<file path="config.mk">
export PLATFORM = sky130hd
export DESIGN_NAME = ssrpd_ctrl
export DESIGN_NICKNAME = d
export VERILOG_FILES = /design/src/hdl/ssrpd_pkg.sv /design/src/hdl/ssrpd_ctrl.sv
export SDC_FILE = /design/constraint.sdc
export NUM_CORES = 1
export LEC_CHECK = 0
export CAP_MARGIN = 20
export CORE_MARGIN = 3
export CORE_UTILIZATION = 50
export CTS_CLUSTER_DIAMETER = 150
export CTS_CLUSTER_SIZE = 16
export DETAILED_ROUTE_END_ITERATION = 6
export DONT_BUFFER_PORTS = 1
export GPL_ROUTABILITY_DRIVEN = 0
export GPL_TIMING_DRIVEN = 1
export PLACE_DENSITY_LB_ADDON = 0.1
export RECOVER_POWER = 50
export SYNTH_ARGS = -nofsm -noshare
export SYNTH_HDL_FRONTEND = slang
export SYNTH_SLANG_ARGS = --single-unit
</file>
<file path="constraint.sdc">
create_clock -name core_clk_i -period 5.2 [get_ports core_clk_i]
set_clock_uncertainty 0.2 [all_clocks]
set_input_delay 0.52 -clock core_clk_i [delete_from_list [all_inputs] [get_ports core_clk_i]]
set_output_delay 0.52 -clock core_clk_i [all_outputs]
set_load 0.05 [all_outputs]
</file>
<file path="src/hdl/ssrpd_pkg.sv">
// Constants and types for the DRAM self-refresh and power-down controller
package ssrpd_pkg;

   localparam int CLK_PERIOD_NS = 50;

   // Clock-enable pulse window; internal refresh must start inside it
   localparam int T_CKE_NS    = 150;
   localparam int CKE_CYC_RAW = T_CKE_NS / CLK_PERIOD_NS;
   localparam int CKE_CYC     = (CKE_CYC_RAW < 1) ? 1 : CKE_CYC_RAW;

   // Entry blanking: receivers stay on this long after clock enable falls
   localparam int T_CPDED_NS    = 50;
   localparam int CPDED_CYC_RAW = (T_CPDED_NS + CLK_PERIOD_NS - 1) / CLK_PERIOD_NS;
   localparam int CPDED_CYC     = (CPDED_CYC_RAW < 1) ? 1 : CPDED_CYC_RAW;

   // Self-refresh internal refresh interval
   localparam int T_SR_REF_NS    = 7800;
   localparam int SR_REF_CYC_RAW = T_SR_REF_NS / CLK_PERIOD_NS;
   localparam int SR_REF_CYC     = (SR_REF_CYC_RAW < 1) ? 1 : SR_REF_CYC_RAW;

   localparam logic [7:0] ADDR_MR0  = 8'h00;
   localparam logic [7:0] ADDR_MR1  = 8'h04;
   localparam logic [7:0] ADDR_STAT = 8'h08;

   localparam int MR0_PPD_FAST_BIT = 12;
   localparam int MR1_DLL_DIS_BIT  = 0;

   localparam logic [15:0] MR0_RST = 16'h0000;
   localparam logic [15:0] MR1_RST = 16'h0000;

   typedef enum logic [2:0] {
      ST_NORM = 3'b000,
      ST_PEND = 3'b001,
      ST_APD  = 3'b010,
      ST_PPD  = 3'b011,
      ST_SREF = 3'b100,
      ST_RST  = 3'b101
   } ssrpd_state_t;

   typedef struct packed {
      logic cke;
      logic cs_b;
      logic ras_b;
      logic cas_b;
      logic we_b;
   } ssrpd_pins_t;

   localparam ssrpd_pins_t PINS_RST = 5'h0f;

endpackage

</file>
<file path="src/hdl/ssrpd_ctrl.sv">
// Self-refresh and power-down state controller of the DRAM
// Contract
// - Decode self-refresh entry from pins
// - DLL off in self-refresh, reset on exit
// - Self-refresh ignores inputs, gates clock
// - Internal refresh within clock-enable pulse
// - Enter power-down on clock enable low
// - Finish running operation before low power; self-refresh entry does not wait for op_busy_i
// - Precharge or active power-down by banks
// - Buffers off, receivers after blanking
// - Precharge power-down DLL follows mode bit
// - Reset pin low leaves power-down
// - Exit on clock enable high
`timescale 1ns/1ps
`default_nettype none

module ssrpd_ctrl (
   input  wire logic                   core_clk_i,    // 20 MHz clock
   input  wire logic                   rst_b_i,       // Async reset, low
   input  wire logic                   ce_i,          // Clock enable, freezes state
   input  wire logic                   cke_i,         // Clock enable pin
   input  wire logic                   cs_b_i,        // Chip select pin, low
   input  wire logic                   ras_b_i,       // Row strobe pin, low
   input  wire logic                   cas_b_i,       // Column strobe pin, low
   input  wire logic                   we_b_i,        // Write enable pin, low
   input  wire logic                   dram_rst_b_i,  // Device reset pin, low
   input  wire logic                   banks_open_i,  // Any bank open
   input  wire logic                   op_busy_i,     // Activate/precharge/refresh running
   input  wire logic [7:0]             addr_i,        // Register byte address
   input  wire logic [31:0]            wdata_i,       // Register write data
   input  wire logic                   wr_i,          // Write strobe
   input  wire logic                   rd_i,          // Read strobe
   output logic      [31:0]            rdata_o,       // Read data, cycle after strobe
   output ssrpd_pkg::ssrpd_state_t     lp_state_o,    // Low-power state
   output logic                        dll_en_o,      // DLL running
   output logic                        dll_rst_o,     // DLL reset pulse
   output logic                        int_clk_en_o,  // Internal clock enable
   output logic                        io_buf_en_o,   // Data buffers enabled
   output logic                        cmd_rcv_en_o,  // Command receivers enabled
   output logic                        sref_ref_o     // Internal refresh pulse
);

   ssrpd_pkg::ssrpd_pins_t pins_meta_r;
   ssrpd_pkg::ssrpd_pins_t pins_r;
   logic                   drst_meta_r;
   logic                   drst_r;
   logic                   cke_q_r;
   ssrpd_pkg::ssrpd_state_t st_r;
   ssrpd_pkg::ssrpd_state_t st_nxt;
   logic [15:0]            mr0_r;
   logic [15:0]            mr1_r;
   logic [7:0]             blk_r;
   logic [7:0]             blk_nxt;
   logic [7:0]             ref_cnt_r;
   logic [7:0]             ref_cnt_nxt;

   // Pins come from another timing domain; two flops before any decode
   always_ff @(posedge core_clk_i or negedge rst_b_i) begin
      if (!rst_b_i) begin
         pins_meta_r <= ssrpd_pkg::PINS_RST;
         pins_r      <= ssrpd_pkg::PINS_RST;
         drst_meta_r <= 1'b0;
         drst_r      <= 1'b0;
         cke_q_r     <= 1'b0;
      end else if (ce_i) begin
         pins_meta_r <= '{cke_i, cs_b_i, ras_b_i, cas_b_i, we_b_i};
         pins_r      <= pins_meta_r;
         drst_meta_r <= dram_rst_b_i;
         drst_r      <= drst_meta_r;
         cke_q_r     <= pins_r.cke;
      end
   end

   wire nop_des  = pins_r.cs_b | (pins_r.ras_b & pins_r.cas_b & pins_r.we_b);
   wire cke_fall = cke_q_r & ~pins_r.cke;
   wire cke_rise = ~cke_q_r & pins_r.cke;
   wire sre_hit  = cke_fall & ~pins_r.cs_b & ~pins_r.ras_b & ~pins_r.cas_b
                   & pins_r.we_b;
   wire pd_hit   = cke_fall & nop_des;
   wire exit_hit = cke_rise & nop_des;
   wire dll_on   = ~mr1_r[ssrpd_pkg::MR1_DLL_DIS_BIT];
   wire ppd_fast = mr0_r[ssrpd_pkg::MR0_PPD_FAST_BIT];
   wire lp_nxt   = (st_nxt == ssrpd_pkg::ST_PEND) || (st_nxt == ssrpd_pkg::ST_APD)
                   || (st_nxt == ssrpd_pkg::ST_PPD);

   always_comb begin
      st_nxt = st_r;
      if (!drst_r) begin
         st_nxt = ssrpd_pkg::ST_RST;
      end else begin
         unique case (st_r)
            ssrpd_pkg::ST_NORM: begin
               if (sre_hit) begin
                  st_nxt = ssrpd_pkg::ST_SREF;
               end else if (pd_hit) begin
                  st_nxt = ssrpd_pkg::ST_PEND;
               end
            end
            ssrpd_pkg::ST_PEND: begin
               if (exit_hit) begin
                  st_nxt = ssrpd_pkg::ST_NORM;
               end else if (!op_busy_i) begin
                  // Running operation completes first
                  st_nxt = banks_open_i ? ssrpd_pkg::ST_APD : ssrpd_pkg::ST_PPD;
               end
            end
            ssrpd_pkg::ST_APD, ssrpd_pkg::ST_PPD: begin
               if (exit_hit) begin
                  st_nxt = ssrpd_pkg::ST_NORM;
               end
            end
            ssrpd_pkg::ST_SREF: begin
               // Only clock enable and reset are looked at here
               if (cke_rise) begin
                  st_nxt = ssrpd_pkg::ST_NORM;
               end
            end
            ssrpd_pkg::ST_RST: begin
               st_nxt = ssrpd_pkg::ST_NORM;
            end
            default: begin
               st_nxt = ssrpd_pkg::ST_RST;
            end
         endcase
      end
   end

   // Blanking count after entry keeps receivers alive for trailing no-ops
   assign blk_nxt = (st_r == ssrpd_pkg::ST_NORM && st_nxt == ssrpd_pkg::ST_PEND)
                    ? 8'(ssrpd_pkg::CPDED_CYC)
                    : ((blk_r != 8'h00 && lp_nxt) ? blk_r - 8'h01 : 8'h00);

   // First refresh lands inside the clock-enable window, then periodic
   wire ref_due = (st_r == ssrpd_pkg::ST_SREF) && (st_nxt == ssrpd_pkg::ST_SREF)
                  && (ref_cnt_r == 8'h00);
   assign ref_cnt_nxt = (st_r != ssrpd_pkg::ST_SREF) ? 8'(ssrpd_pkg::CKE_CYC - 1)
                        : (ref_due ? 8'(ssrpd_pkg::SR_REF_CYC - 1)
                                   : ref_cnt_r - 8'h01);

   wire dll_nxt = dll_on && (st_nxt != ssrpd_pkg::ST_SREF)
                  && !(st_nxt == ssrpd_pkg::ST_PPD && !ppd_fast);
   wire dll_rst_nxt = dll_on && (st_r == ssrpd_pkg::ST_SREF)
                      && (st_nxt == ssrpd_pkg::ST_NORM);
   wire rcv_nxt = (st_nxt == ssrpd_pkg::ST_NORM) || (lp_nxt && blk_nxt != 8'h00);

   always_ff @(posedge core_clk_i or negedge rst_b_i) begin
      if (!rst_b_i) begin
         st_r      <= ssrpd_pkg::ST_RST;
         blk_r     <= 8'h00;
         ref_cnt_r <= 8'h00;
      end else if (ce_i) begin
         st_r      <= st_nxt;
         blk_r     <= blk_nxt;
         ref_cnt_r <= ref_cnt_nxt;
      end
   end

   always_ff @(posedge core_clk_i or negedge rst_b_i) begin
      if (!rst_b_i) begin
         lp_state_o   <= ssrpd_pkg::ST_RST;
         dll_en_o     <= 1'b0;
         dll_rst_o    <= 1'b0;
         int_clk_en_o <= 1'b0;
         io_buf_en_o  <= 1'b0;
         cmd_rcv_en_o <= 1'b0;
         sref_ref_o   <= 1'b0;
      end else if (ce_i) begin
         lp_state_o   <= st_nxt;
         dll_en_o     <= dll_nxt;
         dll_rst_o    <= dll_rst_nxt;
         int_clk_en_o <= (st_nxt != ssrpd_pkg::ST_SREF);
         io_buf_en_o  <= (st_nxt == ssrpd_pkg::ST_NORM);
         cmd_rcv_en_o <= rcv_nxt;
         sref_ref_o   <= ref_due;
      end
   end

   // Register port; unmapped addresses read zero
   wire [31:0] stat_word = {25'h0, cmd_rcv_en_o, io_buf_en_o, int_clk_en_o,
                            dll_en_o, st_r};
   wire [31:0] rd_sel = (addr_i == ssrpd_pkg::ADDR_MR0)  ? {16'h0, mr0_r}
                      : (addr_i == ssrpd_pkg::ADDR_MR1)  ? {16'h0, mr1_r}
                      : (addr_i == ssrpd_pkg::ADDR_STAT) ? stat_word
                      : 32'h0;

   always_ff @(posedge core_clk_i or negedge rst_b_i) begin
      if (!rst_b_i) begin
         mr0_r   <= ssrpd_pkg::MR0_RST;
         mr1_r   <= ssrpd_pkg::MR1_RST;
         rdata_o <= 32'h0;
      end else if (ce_i) begin
         if (wr_i && addr_i == ssrpd_pkg::ADDR_MR0) begin
            mr0_r <= wdata_i[15:0];
         end
         if (wr_i && addr_i == ssrpd_pkg::ADDR_MR1) begin
            mr1_r <= wdata_i[15:0];
         end
         rdata_o <= rd_i ? rd_sel : 32'h0;
      end
   end

   localparam int CKE_CYC_A = ssrpd_pkg::CKE_CYC;
endmodule

`default_nettype wire

</file>
# Yosys cells after proc, flatten, opt, wreduce, memory -nomap -nowiden
# Index checks and enable logic that the tools add are counted.
# word_totals
regBits,102
input_bits,53
output_inout_bits,41
word_cells,100
# classes
addsub,2
eq_ne,13
mux,17
bitwise_logic,17
n_reduce_logical,26
# op_table
operator,n
16-bit two-way mux,3
8-bit two-way mux,4
3-bit two-way mux,7
8-bit logical NOT,2
8-bit nonzero test,2
8-bit by 1-bit subtractor with 8-bit output (second input constant),2
3-bit case mux with 5 select lines,1
3-bit by 2-bit equality test with 1-bit output (second input constant),4
1-bit logical AND,12
1-bit AND,10
3-bit equality test (second input constant),3
8-bit by 3-bit equality test with 1-bit output (second input constant),1
8-bit by 4-bit equality test with 1-bit output (second input constant),1
7-bit two-way mux,1
3-bit by 1-bit equality test with 1-bit output (second input constant),2
3-bit logical NOT,2
3-bit inequality test (second input constant),2
1-bit NOT,6
2-bit AND reduction,2
1-bit logical OR,3
1-bit logical NOT,2
2-bit OR reduction,1
1-bit two-way mux,1
1-bit bitwise OR,1

# Logic depth before layout (Yosys ltp)
# depth
word_depth,18
depth_mapped,8
ltp_nobuf,8

# Least setup slack after synthesis
# OpenSTA, ideal clock, no wires.
# synth_timing
path_type,input-to-reg
start,in addr_i[7]
end,reg mr1_r[10]
setup_time_ns,0.127
arrival_ns,2.110
required_ns,4.873
slack_ns,2.763
cell_stages,7
path_buffers,2
cell_sequence,nor4_1 > nand2_1 > nor3b_4 > and3_1 > buf_4 > buf_6 > mux2_1
# synth_via
elab_chain_cells,3
# synth_lines
item,line,text
start: declaration,ssrpd_ctrl.sv:29,"input wire logic [7:0] addr_i,"
8-bit by 3-bit equality test with 1-bit output,ssrpd_ctrl.sv:195,if (wr_i && addr_i == ssrpd_pkg::ADDR_MR1) begin
1-bit logical AND,ssrpd_ctrl.sv:195,
2-bit AND reduction (no source line),-,
end signal: assignment,ssrpd_ctrl.sv:189,mr1_r <= ssrpd_pkg::MR1_RST;
end signal: assignment,ssrpd_ctrl.sv:196,mr1_r <= wdata_i[15:0];
end: declaration,ssrpd_ctrl.sv:51,logic [15:0] mr1_r;
# No other way between the ends.
# A chain may end at the register's enable or synchronous reset.

==> results.cfg <==
[routing]
ant_nets = 0
drt_iter0_drc = 101
wire_per_inst_um = 18.2
via_per_inst = 5.84
drcViolationCount = 0
vias = 2751
first_pass_iters = 4
drt-total-wl_um = 8550

[sta]
setup_violations = 0
hold_ws_ps = 53.0
worstMarginPinSlew_ps = 2110
setup-tns-final_ps = 0
slew_viol_final = 87
final_hold_viol_count = 0
min_period_over_period = 0.597
clock.fmax_mhz = 322
rsz0062_at_grt = false
slew-limit-headroom = -0.410
period_needed_ps = 3100

[floorplanning]
core_um2 = 7930
start_util = 0.527
die_w_um = 97.4
die_area_um2 = 9480
io_pins = 94
die_h_um = 97.4
fp-row-count = 32

[grt]
grt_pass1_wl_um = 14400
grt.overflow.total = 0
antenna_found_initial = 0
first_global_vias = 2827
grt_start_max_net_pins = 87
grt_usage = 0.187

[placed_design]
post-place-cells = 453
port_buffers = 0
dpl-instance-area_um2 = 4130
dp_hpwl_um = 5650

[final_layout]
antenna_cells = 0
layout_commonest_cell = dfrtp_1
layout-drive-gt1-share = 0.141
layout_common_cells = 76 x dfrtp_1, 26 x mux2_2, 20 x nand2_1, 20 x mux2_1
nets = 420
syn2layout_area_growth_pct = 4.08
postLayoutCoreUtil = 0.548
stdcell_count = 471
final_cell_area_um2 = 4350

[synthesis]
yosysWarnings = 0
yosysTopAreaCell = dfrtp_1
synth_area_leaders = dfrtp_1 46%, mux2_2 7.0%, dfstp_2 6.3%
post_synth.cell_area_avg_um2 = 11.2
synth.yosys.seq_area_share = 0.518
ys_ff_latch = 86
synth-main-ff-cell = dfrtp_1
yosysTopAreaCellShare = 0.455
synth_edf_count = 0
async_flop_share = 1.00
mappedNetlistArea_um2 = 4180
synthCells = 374
yosys.cell_types.count = 54

[job]
maxCapViolCount = 1

[clock_tree]
numCtsBuffers = 9
clock_latency_ps = 350
cts_root_buf = clkbuf_8
post_cts_resized = 0
cts_buffer_depth = 2
clk_pin_slew_ps = 90
cts_htree_levels = 3
tritoncts = built
cts_sinks = 86

[worst_setup_path]
crit_required_ps = 5260
worst-endpoint-arrival_ps = 3170
endpoint_kind = flip-flop
critical_path_class = flip-flop to flip-flop
critPathMaxFanout = 11
start_kind = flip-flop

[power]
peakVddDrop_v = 0.000247
pwr-share-seq = 0.485
switching_share = 0.366
p_leak_nw = 1.98
power_frac_comb = 0.257
power.internal_mw = 1.18
net-switching-power_mw = 0.678
power_density_nw_per_um2 = 427
clkPwrFrac = 0.258

[status]
violations = capacitance limit, slew limit
outcome = complete, but fails checks

[worst_hold_path]
min_path_type = primary input to flip-flop
## cell families after synthesis
logic type	after synthesis	share of synthesized area
AO/OA/AOI/OAI	90	0.151
XOR/XNOR	1	0.00210
adder cells (fa/ha/maj)	3	0.00899
buffers and inverters	54	0.0698
flip-flops	86	0.518
multiplexers	47	0.126
other	1	0.000898
AND/OR/NAND/NOR	92	0.122
## registers in the layout, summed over array words and instances (netlist names), 3 cells and up
| register | count |
|---|---|
| ref_cnt_r | 8 |
| lp_state_o | 3 |
| mr1_r | 16 |
| rdata_o | 16 |
| mr0_r | 16 |
| pins_meta_r | 5 |
| pins_r | 5 |
| blk_r | 8 |
## cell usage after synthesis, types with 3 or more instances
library cell and n:
a21oi_1 15, o21ai_0 15, nor3_1 10, ha_1 3
mux2_2 26, nand2_1 20, dfrtp_1 76, inv_1 16
nor4_1 5, nand3_1 3, dfstp_2 10, o211ai_1 3
o2111ai_1 7, clkbuf_1 16, a21o_1 3, o21ai_1 3
nor2b_1 10, nand2b_1 10, buf_4 17, o21a_1 3
nor2_1 14, buf_6 3, o2bb2ai_1 13, mux2_1 20
a22oi_1 10, and3_1 7
## area by class of cell
type / instances / area, um^2
Clock inverter: 7 / 78.8
Timing Repair Buffer: 2 / 15.0
Clock buffer: 9 / 124
Fill cell: 695 / 3580
Tap cell: 102 / 128
Multi-Input combinational cell: 249 / 1780
Sequential cell: 86 / 2160
Inverter: 16 / 60.1
## what timing repair did
item | CTS | global route
setup buffers | 0 | 0
hold endpoints to repair | 86 | 0
hold buffers | 2 | 0
## worst max-delay path, stage by stage, from the launching register on
cell      delay [ps]
dfrtp_1          870
nor4_1           150
and3_1           200
a21oi_1          400
nand4_1          480
or4_1            610
o221ai_1          80
## path summary, 6_finish.rpt
kind | slack, ps | depth (start not counted) | from | endpoint
min reg2reg | 290 | 1 | mr1_r[11] | mr1_r[11]
max reg2reg | 2100 | 6 | lp_state_o[1] | blk_r[4]
min in group asynchronous | 1150 | 2 | rst_b_i | ref_cnt_r[3]
max in group asynchronous | 2380 | 2 | rst_b_i | drst_meta_r
min | 50 | 1 | ce_i | lp_state_o[1]
max | 2100 | 6 | lp_state_o[1] | blk_r[4]
## per-stage QoR
step / setup slack, ps / total power [mW]
2_1_floorplan: 2760 / 1.30
3_3_place_gp: 2100 / 1.36
3_5_place_dp: 2040 / 1.38
4_1_cts: 2020 / 1.88
5_1_grt: 1740 / 1.99
6_report: 2100 / 1.85
## power groups by stage
stage | registers [mW] | logic (mW) | clock network [mW]
floorplan | 0.881 | 0.417 | 0
global placement | 0.911 | 0.448 | 0
detailed placement | 0.915 | 0.464 | 0
CTS | 0.902 | 0.482 | 0.494
global route | 0.916 | 0.552 | 0.523
finish | 0.900 | 0.476 | 0.479
## metal layers
layer,track usage,up-vias,routed length [um]
met3,0.0668,8,547
met4,0.0373,0,86
met1,0.255,1377,3850
li1,-,1299,-
met5,0,-,0
met2,0.292,67,4070
(Power assumes the default switching activity.)
